`config.mk`:
```
export PLATFORM = sky130hd
export DESIGN_NAME = usbsr_regs
export DESIGN_NICKNAME = d
export VERILOG_FILES = /design/src/hw/usbsr_pkg.sv /design/src/hw/usbsr_regs.sv
export VERILOG_INCLUDE_DIRS = /design/src /design/src/hw
export SDC_FILE = /design/constraint.sdc
export NUM_CORES = 1
export LEC_CHECK = 0
export BUFFER_PORTS_ARGS = -buffer_cell sky130_fd_sc_hd__buf_4
export CAP_MARGIN = 30
export CELL_PAD_IN_SITES_DETAIL_PLACEMENT = 2
export CELL_PAD_IN_SITES_GLOBAL_PLACEMENT = 2
export CORE_MARGIN = 5
export CORE_UTILIZATION = 39
export CTS_CLUSTER_SIZE = 30
export DETAILED_ROUTE_END_ITERATION = 12
export PLACE_DENSITY_LB_ADDON = 0.1
export SETUP_SLACK_MARGIN = 0.2
export SYNTH_ARGS = -nofsm -noshare
export SYNTH_HDL_FRONTEND = slang
export SYNTH_SLANG_ARGS = --single-unit
```
`constraint.sdc`:
```
create_clock -name clock -period 4.6 [get_ports clock]
set_input_delay 0.92 -clock clock [delete_from_list [all_inputs] [get_ports clock]]
set_output_delay 0.92 -clock clock [all_outputs]
set_load 0.005 [all_outputs]
```
`src/hw/usbsr_params.svh`:
```
// Register offsets, field positions, reset values and timing counts of the SIE status group.
`ifndef USBSR_PARAMS_SVH
`define USBSR_PARAMS_SVH

`define USBSR_OFF_STATE      4'h0
`define USBSR_OFF_SOFCNT     4'h1
`define USBSR_OFF_DEVADDR    4'h2
`define USBSR_OFF_HUBADDR    4'h3
`define USBSR_OFF_HUBPORT    4'h4
`define USBSR_OFF_STATUS     4'h5
`define USBSR_OFF_CTRL       4'h6
`define USBSR_OFF_FLAGS      4'h7
`define USBSR_OFF_LEVEL      4'h8

`define USBSR_CTRL_START     0
`define USBSR_CTRL_NORETRY   1
`define USBSR_CTRL_RUNNING   2
`define USBSR_FLAG_DONE      7

`define USBSR_FLG_IN         0
`define USBSR_FLG_OUT        1
`define USBSR_FLG_SETUP      2
`define USBSR_FLG_STALL      3
`define USBSR_FLG_NAK        4
`define USBSR_FLG_TIMEOUT    5
`define USBSR_FLG_LPM        6

`define USBSR_ST_EP_MSB      3
`define USBSR_ST_IN          4
`define USBSR_ST_OUT         5
`define USBSR_ST_SETUP       6
`define USBSR_ST_STALL       7
`define USBSR_ST_NAK         8
`define USBSR_ST_TIMEOUT     9
`define USBSR_ST_LPM         10

`define USBSR_RST_WORD       16'h0000
`define USBSR_RST_ADDR7      7'h00
`define USBSR_RST_FLAGS      7'h00

`define USBSR_CLK_PERIOD_NS  4
`define USBSR_SOF_TEST_COUNT 250
`define USBSR_FS_FRAME_NS    1000000
`define USBSR_HS_FRAME_NS    125000
`define USBSR_FS_TEST_CYCLES (`USBSR_SOF_TEST_COUNT * `USBSR_FS_FRAME_NS / `USBSR_CLK_PERIOD_NS)
`define USBSR_HS_TEST_CYCLES (`USBSR_SOF_TEST_COUNT * `USBSR_HS_FRAME_NS / `USBSR_CLK_PERIOD_NS)

`endif

```
`src/hw/usbsr_pkg.sv`:
```
// Types shared by the SIE status register group.
package usbsr_pkg;

    typedef enum logic {
        USBSR_SOF_IDLE,
        USBSR_SOF_RUN
    } usbsr_sof_state_t;

    typedef logic [15:0] usbsr_word_t;
    typedef logic [10:0] usbsr_status_t;
    typedef logic [6:0]  usbsr_flags_t;

endpackage : usbsr_pkg

```
`src/hw/usbsr_regs.sv`:
```
// SIE status, address, split and SOF-test register group with the transaction status queue.
// Notes on behaviour
// - Setting the start flag begins a test counting correctly received SOFs.
// - The test ends after the time of 250 SOFs at the current speed.
// - At test end the done flag rises and the count holds good SOFs.
// - The SOF count is read-only and updated only by the test hardware.
// - Device address register is write-only and addresses every transaction.
// - Only the low 7 bits of the written device address are kept.
// - Host mode hub address for split transactions, 7 bits, all groups.
// - Host mode hub port for split transactions, 7 bits, all groups.
// - In device mode only, status words queue 16 deep, in the order transactions occurred.
// - Each status word marks the event flags of its cycle and the endpoint number.
// - Clearing an applicable event flag advances the status queue.
// - Any write to the status register empties the whole queue.
// - Without no-retry, clearing the timeout flag leaves the queue alone.
// - Status bit 10 marks a received LPM transaction.
// - With no-retry set, status bit 9 marks a timed-out transaction.
// - The state register is plain read-write scratch storage.
// - Status bits 8 to 4: illegal NAK, stall, setup, OUT, IN.
// - Status bits 3:0 hold the endpoint; bit 9 is zero without no-retry.
`timescale 1ns/1ps
`include "usbsr_params.svh"

module usbsr_regs
    import usbsr_pkg::*;
#(
    parameter int FS_TEST_CYCLES = `USBSR_FS_TEST_CYCLES, // Full speed test length.
    parameter int HS_TEST_CYCLES = `USBSR_HS_TEST_CYCLES  // High speed test length.
) (
    input  wire logic        clock,           // 250 MHz clock.
    input  wire logic        reset,           // Asynchronous reset, active high.
    input  wire logic [3:0]  reg_addr,        // Register index.
    input  wire logic [15:0] reg_wdata,       // Write data.
    input  wire logic        reg_wr,          // Write strobe.
    input  wire logic        reg_rd,          // Read strobe.
    output logic      [15:0] reg_rdata,       // Read data, cycle after the strobe.
    input  wire logic        host_mode,       // Engine works as host.
    input  wire logic        high_speed,      // Bus runs at high speed.
    input  wire logic        sof_ok,          // Pulse per correctly received SOF.
    input  wire logic        evt_in_sent,     // IN data sent.
    input  wire logic        evt_out_rcvd,    // OUT data received.
    input  wire logic        evt_setup_rcvd,  // SETUP received.
    input  wire logic        evt_stall_sent,  // STALL handshake sent.
    input  wire logic        evt_illegal_nak, // Illegal NAK seen.
    input  wire logic        evt_timeout,     // Transaction timed out.
    input  wire logic        evt_lpm_rcvd,    // LPM transaction received.
    input  wire logic [3:0]  evt_ep,          // Endpoint of the event.
    output logic      [6:0]  device_address,  // Address for all transactions.
    output logic      [6:0]  hub_address,     // Split hub address.
    output logic      [6:0]  hub_port,        // Split hub port.
    output logic             no_retry,        // No-retry-on-timeout flag.
    output logic      [6:0]  event_flags,     // Sticky event flags.
    output logic             sof_test_done    // SOF test complete.
);

    usbsr_word_t      task_state_scratch_reg;
    usbsr_word_t      sof_received_count_reg;
    usbsr_word_t      sof_tally_reg;
    logic [6:0]       device_address_reg;
    logic [6:0]       hub_address_reg;
    logic [6:0]       hub_port_reg;
    logic             no_retry_reg;
    usbsr_flags_t     flags_reg;
    usbsr_flags_t     flags_next;
    logic             done_reg;
    usbsr_sof_state_t sof_state_reg;
    logic [25:0]      sof_timer_reg;
    usbsr_word_t      rdata_reg;
    usbsr_status_t    queue_mem [16];
    logic [3:0]       head_reg;
    logic [3:0]       tail_reg;
    logic [4:0]       level_reg;

    logic             wr_state;
    logic             wr_devaddr;
    logic             wr_hubaddr;
    logic             wr_hubport;
    logic             wr_status;
    logic             wr_ctrl;
    logic             wr_flags;
    logic             start_test;
    usbsr_flags_t     events;
    usbsr_flags_t     pop_mask;
    logic             push;
    logic             pop;
    logic             queue_full;
    logic             queue_empty;
    usbsr_status_t    push_word;
    usbsr_status_t    head_word;
    usbsr_word_t      head_read;
    logic             timer_end;

    assign wr_state   = reg_wr && (reg_addr == `USBSR_OFF_STATE);
    assign wr_devaddr = reg_wr && (reg_addr == `USBSR_OFF_DEVADDR);
    assign wr_hubaddr = reg_wr && (reg_addr == `USBSR_OFF_HUBADDR);
    assign wr_hubport = reg_wr && (reg_addr == `USBSR_OFF_HUBPORT);
    assign wr_status  = reg_wr && (reg_addr == `USBSR_OFF_STATUS);
    assign wr_ctrl    = reg_wr && (reg_addr == `USBSR_OFF_CTRL);
    assign wr_flags   = reg_wr && (reg_addr == `USBSR_OFF_FLAGS);
    assign start_test = wr_ctrl && reg_wdata[`USBSR_CTRL_START];

    assign events[`USBSR_FLG_IN]      = evt_in_sent;
    assign events[`USBSR_FLG_OUT]     = evt_out_rcvd;
    assign events[`USBSR_FLG_SETUP]   = evt_setup_rcvd;
    assign events[`USBSR_FLG_STALL]   = evt_stall_sent;
    assign events[`USBSR_FLG_NAK]     = evt_illegal_nak;
    assign events[`USBSR_FLG_TIMEOUT] = evt_timeout;
    assign events[`USBSR_FLG_LPM]     = evt_lpm_rcvd;

    // Scratch and address registers.

    always_ff @(posedge clock or posedge reset) begin
        if (reset) begin
            task_state_scratch_reg <= `USBSR_RST_WORD;
        end else if (wr_state) begin
            task_state_scratch_reg <= reg_wdata;
        end
    end

    always_ff @(posedge clock or posedge reset) begin
        if (reset) begin
            device_address_reg <= `USBSR_RST_ADDR7;
        end else if (wr_devaddr) begin
            device_address_reg <= reg_wdata[6:0];
        end
    end

    // The split fields are only stored and driven out; the split transaction logic lives elsewhere.
    always_ff @(posedge clock or posedge reset) begin
        if (reset) begin
            hub_address_reg <= `USBSR_RST_ADDR7;
        end else if (wr_hubaddr) begin
            hub_address_reg <= reg_wdata[6:0];
        end
    end

    always_ff @(posedge clock or posedge reset) begin
        if (reset) begin
            hub_port_reg <= `USBSR_RST_ADDR7;
        end else if (wr_hubport) begin
            hub_port_reg <= reg_wdata[6:0];
        end
    end

    always_ff @(posedge clock or posedge reset) begin
        if (reset) begin
            no_retry_reg <= 1'b0;
        end else if (wr_ctrl) begin
            no_retry_reg <= reg_wdata[`USBSR_CTRL_NORETRY];
        end
    end

    // Sticky event flags; an event in the clearing cycle wins over the clear.

    always_comb begin
        flags_next = flags_reg;
        if (wr_flags) begin
            flags_next = flags_next & ~reg_wdata[6:0];
        end
        flags_next = flags_next | events;
    end

    always_ff @(posedge clock or posedge reset) begin
        if (reset) begin
            flags_reg <= `USBSR_RST_FLAGS;
        end else begin
            flags_reg <= flags_next;
        end
    end

    // SOF reception test.

    assign timer_end = (sof_state_reg == USBSR_SOF_RUN) && (sof_timer_reg == 26'h0000001);

    always_ff @(posedge clock or posedge reset) begin
        if (reset) begin
            sof_state_reg <= USBSR_SOF_IDLE;
            sof_timer_reg <= 26'h0000000;
        end else begin
            case (sof_state_reg)
                USBSR_SOF_IDLE: begin
                    if (start_test) begin
                        sof_state_reg <= USBSR_SOF_RUN;
                        sof_timer_reg <= high_speed ? HS_TEST_CYCLES[25:0] : FS_TEST_CYCLES[25:0];
                    end
                end
                USBSR_SOF_RUN: begin
                    if (start_test) begin
                        sof_timer_reg <= high_speed ? HS_TEST_CYCLES[25:0] : FS_TEST_CYCLES[25:0];
                    end else if (timer_end) begin
                        sof_state_reg <= USBSR_SOF_IDLE;
                        sof_timer_reg <= 26'h0000000;
                    end else begin
                        sof_timer_reg <= sof_timer_reg - 26'h0000001;
                    end
                end
                default: begin
                    sof_state_reg <= USBSR_SOF_IDLE;
                end
            endcase
        end
    end

    // The running tally saturates so a chattering source cannot wrap it back to a small number.
    always_ff @(posedge clock or posedge reset) begin
        if (reset) begin
            sof_tally_reg <= `USBSR_RST_WORD;
        end else if (start_test) begin
            sof_tally_reg <= `USBSR_RST_WORD;
        end else if ((sof_state_reg == USBSR_SOF_RUN) && sof_ok && (sof_tally_reg != 16'hFFFF)) begin
            sof_tally_reg <= sof_tally_reg + 16'h0001;
        end
    end

    always_ff @(posedge clock or posedge reset) begin
        if (reset) begin
            sof_received_count_reg <= `USBSR_RST_WORD;
        end else if (timer_end) begin
            sof_received_count_reg <= (sof_ok && (sof_tally_reg != 16'hFFFF)) ?
                                      sof_tally_reg + 16'h0001 : sof_tally_reg;
        end
    end

    always_ff @(posedge clock or posedge reset) begin
        if (reset) begin
            done_reg <= 1'b0;
        end else if (start_test) begin
            // A restart in the last cycle of a run begins a fresh test, so done must not rise.
            done_reg <= 1'b0;
        end else if (timer_end) begin
            done_reg <= 1'b1;
        end else if (wr_flags && reg_wdata[`USBSR_FLAG_DONE]) begin
            done_reg <= 1'b0;
        end
    end

    // Transaction status queue.

    always_comb begin
        push_word = 11'h000;
        push_word[`USBSR_ST_EP_MSB:0] = evt_ep;
        push_word[`USBSR_ST_IN]       = evt_in_sent;
        push_word[`USBSR_ST_OUT]      = evt_out_rcvd;
        push_word[`USBSR_ST_SETUP]    = evt_setup_rcvd;
        push_word[`USBSR_ST_STALL]    = evt_stall_sent;
        push_word[`USBSR_ST_NAK]      = evt_illegal_nak;
        push_word[`USBSR_ST_TIMEOUT]  = evt_timeout && no_retry_reg;
        push_word[`USBSR_ST_LPM]      = evt_lpm_rcvd;
    end

    always_comb begin
        pop_mask = 7'h7F;
        pop_mask[`USBSR_FLG_TIMEOUT] = no_retry_reg;
    end

    assign queue_full  = (level_reg == 5'h10);
    assign queue_empty = (level_reg == 5'h00);
    assign head_word   = queue_mem[head_reg];
    // The timeout bit is gated again at read time, so a word queued before no-retry was cleared reads it as zero.
    assign head_read   = {5'h00, head_word[`USBSR_ST_LPM], head_word[`USBSR_ST_TIMEOUT] && no_retry_reg,
                          head_word[`USBSR_ST_NAK:0]};
    // A timeout without no-retry is retried by the engine, so it is not a queued event.
    assign push = !host_mode && ((events & pop_mask) != 7'h00) && !queue_full;
    assign pop  = wr_flags && ((reg_wdata[6:0] & flags_reg & pop_mask) != 7'h00) && !queue_empty;

    always_ff @(posedge clock) begin
        if (push) begin
            queue_mem[tail_reg] <= push_word;
        end
    end

    // A flush outranks a push in the same cycle, so a bus reset leaves nothing stale behind.
    always_ff @(posedge clock or posedge reset) begin
        if (reset) begin
            head_reg  <= 4'h0;
            tail_reg  <= 4'h0;
            level_reg <= 5'h00;
        end else if (wr_status) begin
            head_reg  <= 4'h0;
            tail_reg  <= 4'h0;
            level_reg <= 5'h00;
        end else begin
            if (push) begin
                tail_reg <= tail_reg + 4'h1;
            end
            if (pop) begin
                head_reg <= head_reg + 4'h1;
            end
            if (push && !pop) begin
                level_reg <= level_reg + 5'h01;
            end else if (pop && !push) begin
                level_reg <= level_reg - 5'h01;
            end
        end
    end

    // Read port.

    always_ff @(posedge clock or posedge reset) begin
        if (reset) begin
            rdata_reg <= `USBSR_RST_WORD;
        end else if (reg_rd) begin
            case (reg_addr)
                `USBSR_OFF_STATE:   rdata_reg <= task_state_scratch_reg;
                `USBSR_OFF_SOFCNT:  rdata_reg <= sof_received_count_reg;
                `USBSR_OFF_HUBADDR: rdata_reg <= {9'h000, hub_address_reg};
                `USBSR_OFF_HUBPORT: rdata_reg <= {9'h000, hub_port_reg};
                `USBSR_OFF_STATUS:  rdata_reg <= queue_empty ? 16'h0000 : head_read;
                `USBSR_OFF_CTRL:    rdata_reg <= {13'h0000, (sof_state_reg == USBSR_SOF_RUN), no_retry_reg, 1'b0};
                `USBSR_OFF_FLAGS:   rdata_reg <= {8'h00, done_reg, flags_reg};
                `USBSR_OFF_LEVEL:   rdata_reg <= {11'h000, level_reg};
                default:            rdata_reg <= 16'h0000;
            endcase
        end else begin
            rdata_reg <= 16'h0000;
        end
    end

    assign reg_rdata      = rdata_reg;
    assign device_address = device_address_reg;
    assign hub_address    = hub_address_reg;
    assign hub_port       = hub_port_reg;
    assign no_retry       = no_retry_reg;
    assign event_flags    = flags_reg;
    assign sof_test_done  = done_reg;

    // Checks.

    a_addr_low_bits: assert property (@(posedge clock) disable iff (reset)
        wr_devaddr |=> device_address == $past(reg_wdata[6:0]))
        else $error("device address not the low seven written bits");

    a_addr_write_only: assert property (@(posedge clock) disable iff (reset)
        reg_rd && reg_addr == `USBSR_OFF_DEVADDR |=> reg_rdata == 16'h0000)
        else $error("device address register readable");

    a_hub_fields: assert property (@(posedge clock) disable iff (reset)
        wr_hubaddr |=> hub_address == $past(reg_wdata[6:0]) ##1 $stable(hub_address) || $past(wr_hubaddr))
        else $error("hub address not kept");

    a_port_field: assert property (@(posedge clock) disable iff (reset)
        wr_hubport |=> hub_port == $past(reg_wdata[6:0]))
        else $error("hub port not kept");

    a_flush_empty: assert property (@(posedge clock) disable iff (reset)
        wr_status |=> level_reg == 5'h00 && head_reg == tail_reg)
        else $error("status queue not emptied by write");

    a_push_level: assert property (@(posedge clock) disable iff (reset)
        push && !pop && !wr_status |=> level_reg == $past(level_reg) + 5'h01)
        else $error("queue level did not grow on push");

    a_timeout_hold: assert property (@(posedge clock) disable iff (reset)
        wr_flags && !no_retry_reg && reg_wdata[6:0] == 7'h20 && !push |=> level_reg == $past(level_reg))
        else $error("timeout clear moved the queue");

    a_pop_level: assert property (@(posedge clock) disable iff (reset)
        pop && !push && !wr_status |=> level_reg == $past(level_reg) - 5'h01)
        else $error("queue did not advance on flag clear");

    a_empty_read: assert property (@(posedge clock) disable iff (reset)
        reg_rd && reg_addr == `USBSR_OFF_STATUS && queue_empty |=> reg_rdata == 16'h0000)
        else $error("empty queue read not zero");

    a_bit9_gate: assert property (@(posedge clock) disable iff (reset)
        reg_rd && reg_addr == `USBSR_OFF_STATUS && !no_retry_reg |=> !reg_rdata[`USBSR_ST_TIMEOUT])
        else $error("timeout bit set without no-retry");

    a_test_done: assert property (@(posedge clock) disable iff (reset)
        timer_end && !start_test |=> sof_test_done && sof_state_reg == USBSR_SOF_IDLE)
        else $error("SOF test end did not raise done");

    a_count_ro: assert property (@(posedge clock) disable iff (reset)
        !$past(timer_end) |-> $stable(sof_received_count_reg))
        else $error("SOF count changed outside test end");

    a_start_run: assert property (@(posedge clock) disable iff (reset)
        start_test |=> sof_state_reg == USBSR_SOF_RUN && !sof_test_done && sof_tally_reg == 16'h0000)
        else $error("SOF test did not start");

endmodule : usbsr_regs

```
==> metrics.md <==
| Metric | Value |
|---|---|
| Required time of the worst setup path | 4990 ps |
| IO Port Bufs | 83 |
| Clock root cell | clkbuf_16 |
| Largest net degree at the start of global routing | 50 |
| Routed via count divided by cell count | 5.72 |
| Post-synth EDFFs | 176 |
| Total number of placement rows | 68 |
| Path class of the lowest-slack min-delay path | flop to flop |
| Syn Nets | 1034 |
| Max_slew headroom | 0.260 |
| Count leader, synth | edfxtp_1 |
| Setup-failing EPs final | 0 |
| Area growth, synth to finish | 17.5% |
| Sequential area share after synthesis | 0.632 |
| Post-place setup slack | 933 ps |
| Layout cells sized above 1 | 0.252 |
| Clock-pin transition on the worst setup and hold timing paths | 50 ps |
| Outcome | finished clean |
| Ports | 84 |
| Per-cell routed wire length | 26.7 microns |
| Die Width | 197 microns |
| Net switching power of the design | 0.00250 W |
| Dpl hpwl | 28600 microns |
| Detailed router's first-iteration violation count | 467 |
| Logic gate share of total power | 0.222 |
| Switch share | 0.303 |
| Final worst path period need | 3270 ps |
| Post-synthesis cell type with the largest combined area | edfxtp_1 |
| Arrival time at the worst endpoint | 3650 ps |
| N_diodes | 0 |
| Aggregate routed wire length | 41800 microns |
| First-pass GRT wire length | 64700 microns |
| Cts repair resizes | 0 |
| Final hold slack | 483 ps |
| Number of global-route vias before repair | 9919 |
| Share of synthesized flip-flops with an asynchronous set or reset | 0.432 |
| Total standard cell area after synthesis | 0.0137 sq mm |
| Cell internal pwr | 0.00577 W |
| Final-layout setup total negative slack | 0 ps |
| Number of nets in the finished design | 1134 |
| Final Worst Setup Slack | 1330 ps |
| Proportion of netlist area held by the largest area contributor | 0.387 |
| Register-to-Register Setup Slack | 1330 ps |
| Vertical extent of the die | 197 microns |
| Max-slew violation count | 0 |
| Remaining DRCs | 0 |
| Number of filler instances in the final layout | 3408 |
| Average cell area after synthesis | 13.9 sq um |
| Critical path startpoint category | flop |
| Actual transition at the worst max-transition pin | 1100 ps |
| Leading post-synthesis cells by cell area | edfxtp_1 39%, dfrtp_1 25%, mux4_2 7.3% |
| Antenna violations before repair | 0 |
| Yosys warning total | 0 |
| Max FFs per register | 176 |
| Number of post-CTS setup repair buffers | 0 |
| Clk pwr share | 0.332 |
| Total power divided by cell area | 515 mW/mm^2 |
| CTS Sinks | 310 |
| Number of buffers inserted for hold repair after clock tree synthesis | 0 |
| Top cell types by occurrence after synthesis | 176 x edfxtp_1, 134 x dfrtp_1, 87 x nor2_1 |
| Critical path type | flop to flop |
| Highest ir drop seen on vdd | 311 uV |
| Gr ovfl total | 0 |
| Starting utilization of the core area | 0.395 |
| Core area | 0.0345 sq mm |
| Max Cap Viol | 0 |
| Number of routed nets with antenna violations | 0 |
| Worst-skew pair later-pin latency | 530 ps |
| Timing-limited maximum frequency | 306 MHz |
| Final hold vios | 0 |
| DR vias | 8933 |
| Cells on worst reg2reg path | 13 |
| Number of detailed-route iterations in the first pass | 5 |
| Portion of total power attributed to sequential cells | 0.446 |
| Number of distinct library cells after synthesis | 72 |
| Number of buffers inserted during clock tree synthesis | 36 |
| Fin crit share | 0.711 |
| Overall fraction of global-route tracks in use | 0.218 |
| Final weighted congestion in routability-driven placement | 0.784 |
| Flops & latches, synth | 310 |
| CTS tree | built |
| Worst Clk Skew | 27.8 ps |
| Most used flip-flop cell after synthesis | edfxtp_1 |
| Static leakage power | 5.89 nW |
| WHS Path Cells | 2 |
| Unrepaired setup endpoints after global routing | false |
| Worst Path Max Fanout | 17 |
| Number of cells produced by synthesis | 983 |
| Clk buf depth | 3 |
| Level count of the clock H-tree | 2 |
| Type of element capturing the critical path | flop |
| Die ar. | 0.0389 sq mm |
[metrics by stage]
stage                     cell area [sq um]  utilization  total power, W  cells
final                                 16100        0.465         0.00827   1561
after global routing                  16100        0.465         0.00870   1561
after CTS                             16100        0.465         0.00840   1561
after detailed placement              14900        0.432         0.00560   1500
after global placement                14900        0.431         0.00549   1498
after floorplan                       13700            -         0.00481    983
[cells by family (layout without fill, tap and decap cells)]
group	Yosys count	count (layout)	share of synthesized area
DFF	310	310	0.632
adders and majority gates	13	13	0.0125
and+or+nand+nor	300	300	0.112
AOI/OAI and AO/OA	145	145	0.0710
buffers and inverters	64	187	0.0194
xor gates and xnor gates	41	41	0.0268
muxes	110	110	0.125
[power groups by stage]
| stage | clock, W | combinational [W] | sequential, W |
|---|---|---|---|
| after global placement | 0 | 0.00178 | 0.00371 |
| final | 0.00274 | 0.00184 | 0.00369 |
| after detailed placement | 0 | 0.00186 | 0.00374 |
| after global routing | 0.00296 | 0.00201 | 0.00373 |
| after floorplan | 0 | 0.00124 | 0.00357 |
| after CTS | 0.00282 | 0.00188 | 0.00370 |
[critical path: stages (launching register included)]
cell and delay (ps):
dfrtp_1 510, and2_1 180, buf_4 220, nor3_1 90, a221oi_2 250, buf_4 250, nand2_1 200, fa_1 480
a21o_1 200, a21oi_1 140, inv_1 70, and3_1 200, nor3_1 250, nor3_1 90
[worst paths after layout]
| check | from | endpoint |
|---|---|---|
| min | sof_received_count_reg[7] | sof_received_count_reg[7] |
| min in group asynchronous | reset | sof_timer_reg[7] |
| min reg2reg | sof_received_count_reg[7] | sof_received_count_reg[7] |
| max reg2reg | no_retry | level_reg[4] |
| max | no_retry | level_reg[4] |
| max in group asynchronous | reset | sof_received_count_reg[3] |
[cells in the final DEF (no fill, tap or decap), types with 7 or more instances in the layout]
| master | n |
|---|---|
| nor3_1 | 15 |
| clkbuf_16 | 36 |
| o21ai_1 | 11 |
| o22ai_1 | 12 |
| or3_1 | 10 |
| xnor2_1 | 20 |
| buf_4 | 109 |
| and2_1 | 12 |
| nand3_1 | 38 |
| a22oi_1 | 17 |
| nand4_1 | 10 |
| and3_1 | 7 |
| dfrtp_1 | 133 |
| nor3_2 | 7 |
| o21ai_0 | 31 |
| nand2_1 | 70 |
| a21o_1 | 8 |
| clkbuf_1 | 9 |
| ha_1 | 12 |
| nor2_1 | 87 |
| mux2i_1 | 17 |
| inv_1 | 13 |
| xor2_1 | 20 |
| mux4_2 | 44 |
| edfxtp_1 | 176 |
| mux2_2 | 49 |
| a21oi_1 | 23 |
[cell type report]
type                            count  area [sq um]  area share
Sequential cell                   310          8640       0.538
Inverter                           14          56.3     0.00351
Clock inverter                     13           135     0.00842
Timing Repair Buffer              112           886      0.0552
Clock buffer                       48           976      0.0608
Tap cell                          455           569      0.0355
Multi-Input combinational cell    609          4790       0.298
[routing by layer]
| metal | vias to the layer above | share of wire | GRT usage |
|---|---|---|---|
| met5 | - | 0 | 0 |
| met4 | 0 | 0.027 | 0.0621 |
| met3 | 64 | 0.038 | 0.0310 |
| met2 | 178 | 0.49 | 0.354 |
| met1 | 4764 | 0.45 | 0.308 |
| li1 | 3927 | - | - |
(Power assumes the default switching activity.)
